[config.mk]
export PLATFORM = sky130hd
export DESIGN_NAME = mac_event_irq_aggregator
export DESIGN_NICKNAME = d
export VERILOG_FILES = /design/src/rtl/mac_irq_pkg.sv /design/src/rtl/mac_event_irq_aggregator.sv
export VERILOG_INCLUDE_DIRS = /design/src /design/src/rtl
export SDC_FILE = /design/constraint.sdc
export NUM_CORES = 1
export LEC_CHECK = 0
export BUFFER_PORTS_ARGS = -buffer_cell sky130_fd_sc_hd__buf_2
export CORE_AREA = 2 2 102 104
export CTS_CLUSTER_SIZE = 25
export DETAILED_ROUTE_END_ITERATION = 8
export DIE_AREA = 0 0 104 106
export GPL_TIMING_DRIVEN = 0
export PLACE_DENSITY_LB_ADDON = 0.12
export SLEW_MARGIN = 20
export SYNTH_ARGS = -nofsm -noshare
export SYNTH_HDL_FRONTEND = slang
export SYNTH_SLANG_ARGS = --single-unit
export TNS_END_PERCENT = 5
[constraint.sdc]
create_clock -name i_ref_clk -period 2.6 [get_ports i_ref_clk]
set_input_delay 0.52 -clock i_ref_clk [delete_from_list [all_inputs] [get_ports i_ref_clk]]
set_output_delay 0.52 -clock i_ref_clk [all_outputs]
set_load 0.01 [all_outputs]
[src/rtl/mac_irq_map.svh]
/*
 Constants for the MAC event interrupt aggregator: event bit positions,
 controller-level bit positions, priority fields, vector data.
 Assumes inclusion by bare name from the package and the design module.
*/
`ifndef MAC_IRQ_MAP_SVH
`define MAC_IRQ_MAP_SVH
`define EVT_W 15
`define EVT_RX_OVERFLOW_EVT_BIT 0
`define EVT_RXNOBUF_BIT 1
`define EVT_TX_ABORTED_EVT_BIT 2
`define EVT_TX_COMPLETE_EVT_BIT 3
`define EVT_RX_ACTIVITY_EVT_BIT 5
`define EVT_PKTWAIT_BIT 6
`define EVT_RX_COMPLETE_EVT_BIT 7
`define EVT_FULLWM_BIT 8
`define EVT_EMPTYWM_BIT 9
`define EVT_RX_BUS_ERROR_EVT_BIT 13
`define EVT_TX_BUS_ERROR_EVT_BIT 14
`define EVT_IMPL_MASK 15'h63EF
`define EVT_SWCLR_MASK 15'h60AF
`define EVT_RESET 15'h0000
`define MAC_FLAG_BIT 28
`define PRIO_W 5
`define GRP_MSB 4
`define GRP_LSB 2
`define SUB_MSB 1
`define SUB_LSB 0
`define GRP_NONE 3'h0
`define PRIO_RESET 5'h00
`define MAC_VECTOR 6'h30
`define MAC_IRQ_NUM 7'h3C
`define VEC_BASE 32'h8000_0000
`define VEC_OFF_VS01 32'h0000_0800
`define VEC_OFF_VS02 32'h0000_0E00
`define VEC_OFF_VS04 32'h0000_1A00
`define VEC_OFF_VS08 32'h0000_3200
`define VEC_OFF_VS10 32'h0000_6200
`define VS_01 5'h01
`define VS_02 5'h02
`define VS_04 5'h04
`define VS_08 5'h08
`define VS_10 5'h10
`endif

[src/rtl/mac_irq_pkg.sv]
/*
 Types for the MAC event interrupt aggregator.
 Assumes the constant map header is on the include path.
*/
`include "mac_irq_map.svh"
package mac_irq_pkg;
   typedef logic [`EVT_W-1:0] evt_vec_t;
   typedef struct packed {
      logic [2:0] grp;
      logic [1:0] sub;
   } prio_s;
   typedef struct packed {
      logic valid;
      logic [2:0] grp;
      logic [1:0] sub;
      logic [5:0] vector;
   } req_s;
   typedef enum logic [1:0] {ST_IDLE, ST_SERVE, ST_NEST} svc_e;
endpackage

[src/rtl/mac_event_irq_aggregator.sv]
/*
 Aggregates the MAC's event conditions into one controller-level request
 and models the vectored controller's handling of it: mask, group,
 sub-priority, natural order against one competing source, vector address.
 Assumes event conditions and software writes arrive on the system clock.
*/
// Operation
// - Eleven events merge into one request flag and mask at bit 28.
// - Request flag sets from merged condition whatever the mask; readable.
// - Mask clear raises no CPU interrupt; mask set raises one by priority.
// - Three-bit group 7 highest to 0; group 0 never interrupts.
// - Other source's service is preempted only by a strictly higher group MAC request; MAC service is never preempted.
// - Two-bit sub-priority 3 highest to 0 orders sources within a group.
// - Same group higher sub-priority waits until current service ends.
// - Equal group and sub-priority: lowest vector number wins.
// - Passed-over requests stay pending and are granted after the current service ends.
// - MAC request uses vector 48 and request number 60.
// - Vector address from exception base and spacing setting.
// - Transceiver interrupt goes to a separate external input.
// - Each event contributes only when enabled; status always readable.
// - Merged request stays high while any enabled event pends.
// - Group in bits 4:2 and sub-priority in bits 1:0.
`timescale 1ns/1ps
`include "mac_irq_map.svh"
module mac_event_irq_aggregator (
   // Clock and reset.
   input wire logic i_ref_clk,
   input wire logic i_rst,
   // Event conditions from the MAC and software event writes.
   input wire mac_irq_pkg::evt_vec_t i_evt_set,
   input wire mac_irq_pkg::evt_vec_t i_evt_hw_level,
   input wire mac_irq_pkg::evt_vec_t i_evt_clr,
   input wire logic i_evt_en_we,
   input wire mac_irq_pkg::evt_vec_t i_evt_en_wdata,
   // Controller-level flag, mask and priority.
   input wire logic i_flag_clr,
   input wire logic i_mask_we,
   input wire logic i_mask_wdata,
   input wire logic i_prio_we,
   input wire logic [`PRIO_W-1:0] i_prio_wdata,
   input wire logic [4:0] i_vector_spacing,
   // Competing source seen by the controller.
   input wire mac_irq_pkg::req_s i_other_req,
   input wire logic i_other_done,
   // Transceiver interrupt pin, external path.
   input wire logic i_phy_irq_pin,
   // Status and CPU side.
   output mac_irq_pkg::evt_vec_t o_event_request_reg,
   output mac_irq_pkg::evt_vec_t o_event_enable_reg,
   output logic [31:0] o_irq_flag_reg_1,
   output logic [31:0] o_irq_enable_reg_1,
   output logic [31:0] o_irq_priority_reg_12,
   output logic o_cpu_irq,
   output logic [5:0] o_cpu_vector,
   output logic [6:0] o_irq_number,
   output logic [31:0] o_vector_addr,
   output logic o_mac_in_service,
   output logic o_ext_phy_irq
);
   import mac_irq_pkg::*;

   function automatic logic [5:0] rank(input logic [2:0] g,
                                       input logic [1:0] s);
      rank = {1'b0, g, s};
   endfunction

   function automatic logic [31:0] vec_addr(input logic [4:0] vs);
      case (vs)
         `VS_01: vec_addr = `VEC_BASE + `VEC_OFF_VS01;
         `VS_02: vec_addr = `VEC_BASE + `VEC_OFF_VS02;
         `VS_04: vec_addr = `VEC_BASE + `VEC_OFF_VS04;
         `VS_08: vec_addr = `VEC_BASE + `VEC_OFF_VS08;
         `VS_10: vec_addr = `VEC_BASE + `VEC_OFF_VS10;
         default: vec_addr = `VEC_BASE + `VEC_OFF_VS01;
      endcase
   endfunction

   evt_vec_t evt_reg, evt_next, en_reg, en_next;
   logic flag_reg, flag_next, mask_reg, mask_next;
   prio_s prio_reg, prio_next;
   svc_e st_reg, st_next;
   logic irq_reg, irq_next;
   logic [31:0] addr_reg, addr_next;
   logic [5:0] vec_reg, vec_next;
   logic [2:0] nest_grp_reg, nest_grp_next;
   logic in_service_reg, in_service_next;
   logic phy_s1_reg, phy_s2_reg, phy_reg;
   logic merged, mac_cand, other_cand, mac_wins;

   // Events and merge.
   always_comb begin
      // Software-clearable bits latch; watermark and pending bits follow level.
      evt_next = ((evt_reg & ~i_evt_clr) | i_evt_set) & `EVT_SWCLR_MASK;
      evt_next = evt_next | (i_evt_hw_level & ~`EVT_SWCLR_MASK
                             & `EVT_IMPL_MASK);
      en_next = i_evt_en_we ? (i_evt_en_wdata & `EVT_IMPL_MASK) : en_reg;
      merged = |(evt_reg & en_reg);
      // Set wins over a clear in the same cycle.
      flag_next = merged | (flag_reg & ~i_flag_clr);
      mask_next = i_mask_we ? i_mask_wdata : mask_reg;
      prio_next = i_prio_we ? prio_s'(i_prio_wdata) : prio_reg;
   end

   always_ff @(posedge i_ref_clk) begin
      if (i_rst) begin
         evt_reg <= `EVT_RESET;
         en_reg <= `EVT_RESET;
         flag_reg <= 1'b0;
         mask_reg <= 1'b0;
         prio_reg <= prio_s'(`PRIO_RESET);
      end else begin
         evt_reg <= evt_next;
         en_reg <= en_next;
         flag_reg <= flag_next;
         mask_reg <= mask_next;
         prio_reg <= prio_next;
      end
   end

   // Arbitration against the competing source.
   always_comb begin
      mac_cand = flag_reg && mask_reg && (prio_reg.grp != `GRP_NONE);
      other_cand = i_other_req.valid && (i_other_req.grp != `GRP_NONE);
      // Ties go to the lower vector number.
      if (!other_cand) begin
         mac_wins = mac_cand;
      end else if (rank(prio_reg.grp, prio_reg.sub)
                   != rank(i_other_req.grp, i_other_req.sub)) begin
         mac_wins = mac_cand && (rank(prio_reg.grp, prio_reg.sub)
                    > rank(i_other_req.grp, i_other_req.sub));
      end else begin
         mac_wins = mac_cand && (`MAC_VECTOR < i_other_req.vector);
      end
      st_next = st_reg;
      irq_next = 1'b0;
      vec_next = vec_reg;
      addr_next = addr_reg;
      nest_grp_next = nest_grp_reg;
      case (st_reg)
         ST_IDLE: begin
            // A passed-over request stays and is granted later.
            if (mac_wins) begin
               st_next = ST_SERVE;
               irq_next = 1'b1;
               vec_next = `MAC_VECTOR;
               addr_next = vec_addr(i_vector_spacing);
            end else if (other_cand) begin
               st_next = ST_NEST;
               irq_next = 1'b1;
               vec_next = i_other_req.vector;
               addr_next = `VEC_BASE;
               nest_grp_next = i_other_req.grp;
            end
         end
         ST_SERVE: begin
            if (i_flag_clr && !merged) begin
               st_next = ST_IDLE;
            end
         end
         ST_NEST: begin
            // Only a strictly higher group preempts.
            // The group is the one captured at entry, because the other
            // source may withdraw its request while still in service.
            if (mac_cand && prio_reg.grp > nest_grp_reg) begin
               st_next = ST_SERVE;
               irq_next = 1'b1;
               vec_next = `MAC_VECTOR;
               addr_next = vec_addr(i_vector_spacing);
            end else if (i_other_done) begin
               st_next = ST_IDLE;
            end
         end
         default: st_next = ST_IDLE;
      endcase
      in_service_next = (st_next == ST_SERVE);
   end

   always_ff @(posedge i_ref_clk) begin
      if (i_rst) begin
         st_reg <= ST_IDLE;
         irq_reg <= 1'b0;
         vec_reg <= '0;
         addr_reg <= '0;
         nest_grp_reg <= `GRP_NONE;
         in_service_reg <= 1'b0;
      end else begin
         st_reg <= st_next;
         irq_reg <= irq_next;
         vec_reg <= vec_next;
         addr_reg <= addr_next;
         nest_grp_reg <= nest_grp_next;
         in_service_reg <= in_service_next;
      end
   end

   // Transceiver pin bypasses the event logic.
   always_ff @(posedge i_ref_clk) begin
      if (i_rst) begin
         phy_s1_reg <= 1'b0;
         phy_s2_reg <= 1'b0;
         phy_reg <= 1'b0;
      end else begin
         phy_s1_reg <= i_phy_irq_pin;
         phy_s2_reg <= phy_s1_reg;
         phy_reg <= phy_s2_reg;
      end
   end

   assign o_event_request_reg = evt_reg;
   assign o_event_enable_reg = en_reg;
   assign o_irq_flag_reg_1 = 32'(flag_reg) << `MAC_FLAG_BIT;
   assign o_irq_enable_reg_1 = 32'(mask_reg) << `MAC_FLAG_BIT;
   assign o_irq_priority_reg_12 = 32'(prio_reg);
   assign o_cpu_irq = irq_reg;
   assign o_cpu_vector = vec_reg;
   assign o_irq_number = `MAC_IRQ_NUM;
   assign o_vector_addr = addr_reg;
   assign o_mac_in_service = in_service_reg;
   assign o_ext_phy_irq = phy_reg;

   AST_FLAG_SET: assert property (
      @(posedge i_ref_clk) disable iff (i_rst)
      merged |=> flag_reg)
      else $error("flag not set by merged condition");
   AST_MASK_BLOCK: assert property (
      @(posedge i_ref_clk) disable iff (i_rst)
      !mask_reg && st_reg == ST_IDLE
      |=> !(irq_reg && vec_reg == `MAC_VECTOR))
      else $error("masked request raised interrupt");
   AST_GRP_ZERO: assert property (
      @(posedge i_ref_clk) disable iff (i_rst)
      prio_reg.grp == `GRP_NONE
      |=> st_reg != ST_SERVE || $past(st_reg) == ST_SERVE)
      else $error("group zero interrupted");
   AST_NO_AUTOCLR: assert property (
      @(posedge i_ref_clk) disable iff (i_rst)
      flag_reg && !i_flag_clr |=> flag_reg)
      else $error("flag cleared without software");
   AST_MERGE: assert property (
      @(posedge i_ref_clk) disable iff (i_rst)
      !flag_reg && (evt_reg & en_reg) == `EVT_RESET |=> !flag_reg)
      else $error("flag rose without an enabled event");
   AST_VEC48: assert property (
      @(posedge i_ref_clk) disable iff (i_rst)
      st_reg == ST_IDLE && mac_wins
      |=> o_cpu_irq && o_cpu_vector == 6'h30)
      else $error("wrong vector");
   AST_ADDR: assert property (
      @(posedge i_ref_clk) disable iff (i_rst)
      st_reg == ST_IDLE && mac_wins && i_vector_spacing == `VS_10
      |=> o_vector_addr == 32'h8000_6200)
      else $error("wrong vector address");
   AST_NO_SUBPREEMPT: assert property (
      @(posedge i_ref_clk) disable iff (i_rst)
      st_reg == ST_NEST && prio_reg.grp <= nest_grp_reg
      |=> st_reg != ST_SERVE)
      else $error("same group preempted");
   AST_UNEN: assert property (
      @(posedge i_ref_clk) disable iff (i_rst)
      en_reg == `EVT_RESET |-> !merged)
      else $error("disabled event merged");
   COV_SERVE: cover property (@(posedge i_ref_clk) st_reg == ST_SERVE);
   COV_PREEMPT: cover property (@(posedge i_ref_clk)
      st_reg == ST_NEST ##1 st_reg == ST_SERVE);
   COV_TIE: cover property (@(posedge i_ref_clk) mac_cand && other_cand
      && prio_reg == {i_other_req.grp, i_other_req.sub});
endmodule

==> impl_metrics.env <==
export IMPL_grt_max_degree=18
export IMPL_rsz0062_at_grt="false"
export IMPL_htree_levels=2
export IMPL_ys_seq_area_frac=0.318
export IMPL_crit_required_ns=2.76
export IMPL_layout_drive_gt1_share=0.401
export IMPL_synth_distinct_cells=48
export IMPL_tightest_slew_ns=0.748
export IMPL_drc=0
export IMPL_die_area_sq_mm=0.0110
export IMPL_die_width_um=104
export IMPL_dr_pass1_iters=4
export IMPL_p_per_area_mw_per_mm2=418
export IMPL_ant_nets=0
export IMPL_cts_sinks=52
export IMPL_num_rows=37
export IMPL_synth_compound_area_frac=0.124
export IMPL_port_buffers=103
export IMPL_vias=2835
export IMPL_synth_top_family_by_area="buffers and inverters"
export IMPL_clock_power_share=0.247
export IMPL_hold_buffers=0
export IMPL_swShare=0.311
export IMPL_critPathMaxFanout=8
export IMPL_synth_cells=380
export IMPL_area_growth_synth_to_final_pct=38.3
export IMPL_setup_viol=0
export IMPL_cp_num_buf_inv=0
export IMPL_async_flop_share=0
export IMPL_syn_area_per_cell_sq_um=8.60
export IMPL_cp_start_kind="flop"
export IMPL_ios=265
export IMPL_core_area_sq_mm=0.0100
export IMPL_hold_viol=0
export IMPL_max_freq_mhz=424
export IMPL_finClkSkew_ns=0.0135
export IMPL_combinationalPowerShare=0.287
export IMPL_synth_simple_area_share=0.121
export IMPL_relSlewSlack=0.501
export IMPL_initial_utilization=0.327
export IMPL_min_period_over_period=0.907
export IMPL_period_minus_slack_ns=2.36
export IMPL_synthXorXnorAreaFrac=0.00536
export IMPL_cts_made_buffers=5
export IMPL_synth_seq_cells=52
export IMPL_power_frac_seq=0.466
export IMPL_arrival_ns=2.52
export IMPL_p_int_mw=1.30
export IMPL_cts_setup_buffers=0
export IMPL_ys_flop_type="dfxtp_1"
export IMPL_finalPower_mw=1.89
export IMPL_cts_resized=0
export IMPL_clk_path_buf_depth=2
export IMPL_route_detailed_wl_per_inst_um=10.6
export IMPL_max_cap_violations=0
export IMPL_synth_fa_ha_area_frac=0.0306
export IMPL_run_status="completed"
export IMPL_routed_via_density=3.76
export IMPL_drv_slew=0
export IMPL_clk_pin_slew_ns=0.11
export IMPL_yosys_mux_area_fraction=0.0612
export IMPL_syn_area_sq_mm=0.00327
export IMPL_cts_tree="built"
export IMPL_antenna_found_initial=0
export IMPL_cpLargestDelayFamily="compound AO/OA/AOI/OAI gates"
export IMPL_grt_pass1_vias=2491
export IMPL_power_leakage_nw=2.59
export IMPL_path_cells="ha_1 -> a21oi_1 -> o21ai_1 -> a221o_1 -> a21oi_1 -> o21ai_0"
export IMPL_final_nets=716
export IMPL_layout_common_cells="131 x buf_4, 129 x conb_1, 104 x buf_2, 52 x dfxtp_1, 32 x nor2_1"
export IMPL_critPathKind="reg2reg"
export IMPL_fillCellCount=1053
export IMPL_p_switching_mw=0.588
export IMPL_hold_class="in2reg"
export IMPL_routabilityCongestion=0.830
export IMPL_hpwlAfterDp_mm=6.75
export IMPL_die_y_um=106
export IMPL_slowest_delay_ns=0.57
export IMPL_n_antenna_cell=0
export IMPL_grt_overflow_total=0
export IMPL_root_buffer="clkbuf_8"
export IMPL_ir_drop_uv=185
export IMPL_setup_worst_path_end_class="flop"
export IMPL_final_common_cell="buf_4"
export IMPL_grt_pass1_wl_mm=12.1
export IMPL_cp_common_cell="a21oi_1"
export IMPL_hold_ws_ns=0.417
export IMPL_clkLatencyLatePin_ns=0.30
export IMPL_wl_mm=7.99
export IMPL_slowest_stage="a21oi_1"
export IMPL_ys_warn_count=0
export IMPL_synth_edff_count=0
export IMPL_drtIter0Drc=51
export IMPL_grt_usage=0.134
## power by group through the flow
stage	Clock [mW]	Combinational [mW]	Sequential, mW
after floorplan	0	0.384	0.910
after global placement	0	0.531	0.897
after detailed placement	0	0.537	0.900
after CTS	0.494	0.538	0.881
after global routing	0.526	0.600	0.888
final	0.466	0.543	0.880
## cell usage after synthesis (2+ instances only)
| library cell | instances | share of area |
|---|---|---|
| nand2_1 | 15 | 0.017 |
| a21oi_1 | 15 | 0.023 |
| nand2b_1 | 8 | 0.015 |
| clkbuf_1 | 3 | 0.0034 |
| conb_1 | 2 | 0.0023 |
| a221oi_1 | 4 | 0.011 |
| nor3_1 | 3 | 0.0046 |
| o32ai_1 | 2 | 0.0054 |
| xnor2_1 | 2 | 0.0054 |
| buf_4 | 131 | 0.30 |
| nand3b_1 | 2 | 0.0046 |
| buf_1 | 6 | 0.0069 |
| dfxtp_1 | 52 | 0.32 |
| nand3_1 | 3 | 0.0046 |
| ha_1 | 8 | 0.031 |
| a22o_1 | 2 | 0.0054 |
| a311oi_1 | 2 | 0.0054 |
| o21ai_1 | 3 | 0.0046 |
| mux2i_1 | 20 | 0.061 |
| nor4b_1 | 2 | 0.0054 |
| o21ai_0 | 8 | 0.012 |
| nor4_1 | 2 | 0.0038 |
| and3_1 | 2 | 0.0038 |
| nor2b_1 | 7 | 0.013 |
| inv_1 | 22 | 0.025 |
| nor2_1 | 32 | 0.037 |
## cell families (layout without fill, tap and decap cells)
group / count (synthesis) / count (layout)
fa+ha+maj: 8 / 8
xor+xnor: 2 / 2
simple gates: 80 / 80
flops: 52 / 52
buf+inv: 163 / 274
mux: 20 / 20
other cells: 2 / 129
compound gates: 53 / 53
## path summary, 6_finish.rpt
path | start | endpoint | slack (ns) | cells past startpoint
min reg2reg | phy_s1_reg$_SDFF_PP0_ | phy_s2_reg$_SDFF_PP0_ | 0.45 | 1
max reg2reg | o_irq_priority_reg_12[2]$_SDFFE_PP0P_ | o_vector_addr[12]$_SDFFE_PP0P_ | 0.24 | 6
max | o_irq_priority_reg_12[2]$_SDFFE_PP0P_ | o_vector_addr[12]$_SDFFE_PP0P_ | 0.24 | 6
min | i_evt_set[7] | o_event_request_reg[7]$_SDFF_PP0_ | 0.42 | 3
## routing by layer
metal | part of all wire | GRT usage | vias up
met2 | 0.52 | 0.255 | 114
met5 | 0 | 0 | -
met4 | 0.0070 | 0.0222 | 0
li1 | - | - | 1474
met3 | 0.073 | 0.0392 | 6
met1 | 0.40 | 0.149 | 1241
## layout make-up
| class | instances | area [sq um] | share of cell area |
|---|---|---|---|
| flip-flops and latches | 52 | 1040 | 0.230 |
| inverters | 22 | 82.6 | 0.0183 |
| repair buffers | 103 | 515 | 0.114 |
| multi-input cells | 292 | 1600 | 0.354 |
| clock buffers | 5 | 68.8 | 0.0152 |
| well taps | 136 | 170 | 0.0376 |
| plain buffers | 141 | 1020 | 0.226 |
| clock inverters | 3 | 21.3 | 0.00470 |
## per-stage QoR
step | TNS [ns] | instance area [sq um] | std cells | util | setup slack (ns)
6_report | 0 | 4520 | 754 | 0.452 | 0.242
2_1_floorplan | 0 | 3750 | 507 | - | 0.414
3_5_place_dp | -0.00850 | 4430 | 746 | 0.443 | -0.00635
4_1_cts | 0 | 4520 | 754 | 0.452 | 0.180
3_3_place_gp | 0 | 4430 | 746 | 0.443 | 0.0509
5_1_grt | 0 | 4520 | 754 | 0.452 | 0.0217
## worst register-to-register path: cells and delay by family (launching register included)
family                     cells  cell delay [ns]
DFF                            1             0.48
adders and majority gates      1             0.31
AOI/OAI and AO/OA              5             1.41
(Power assumes the default switching activity.)
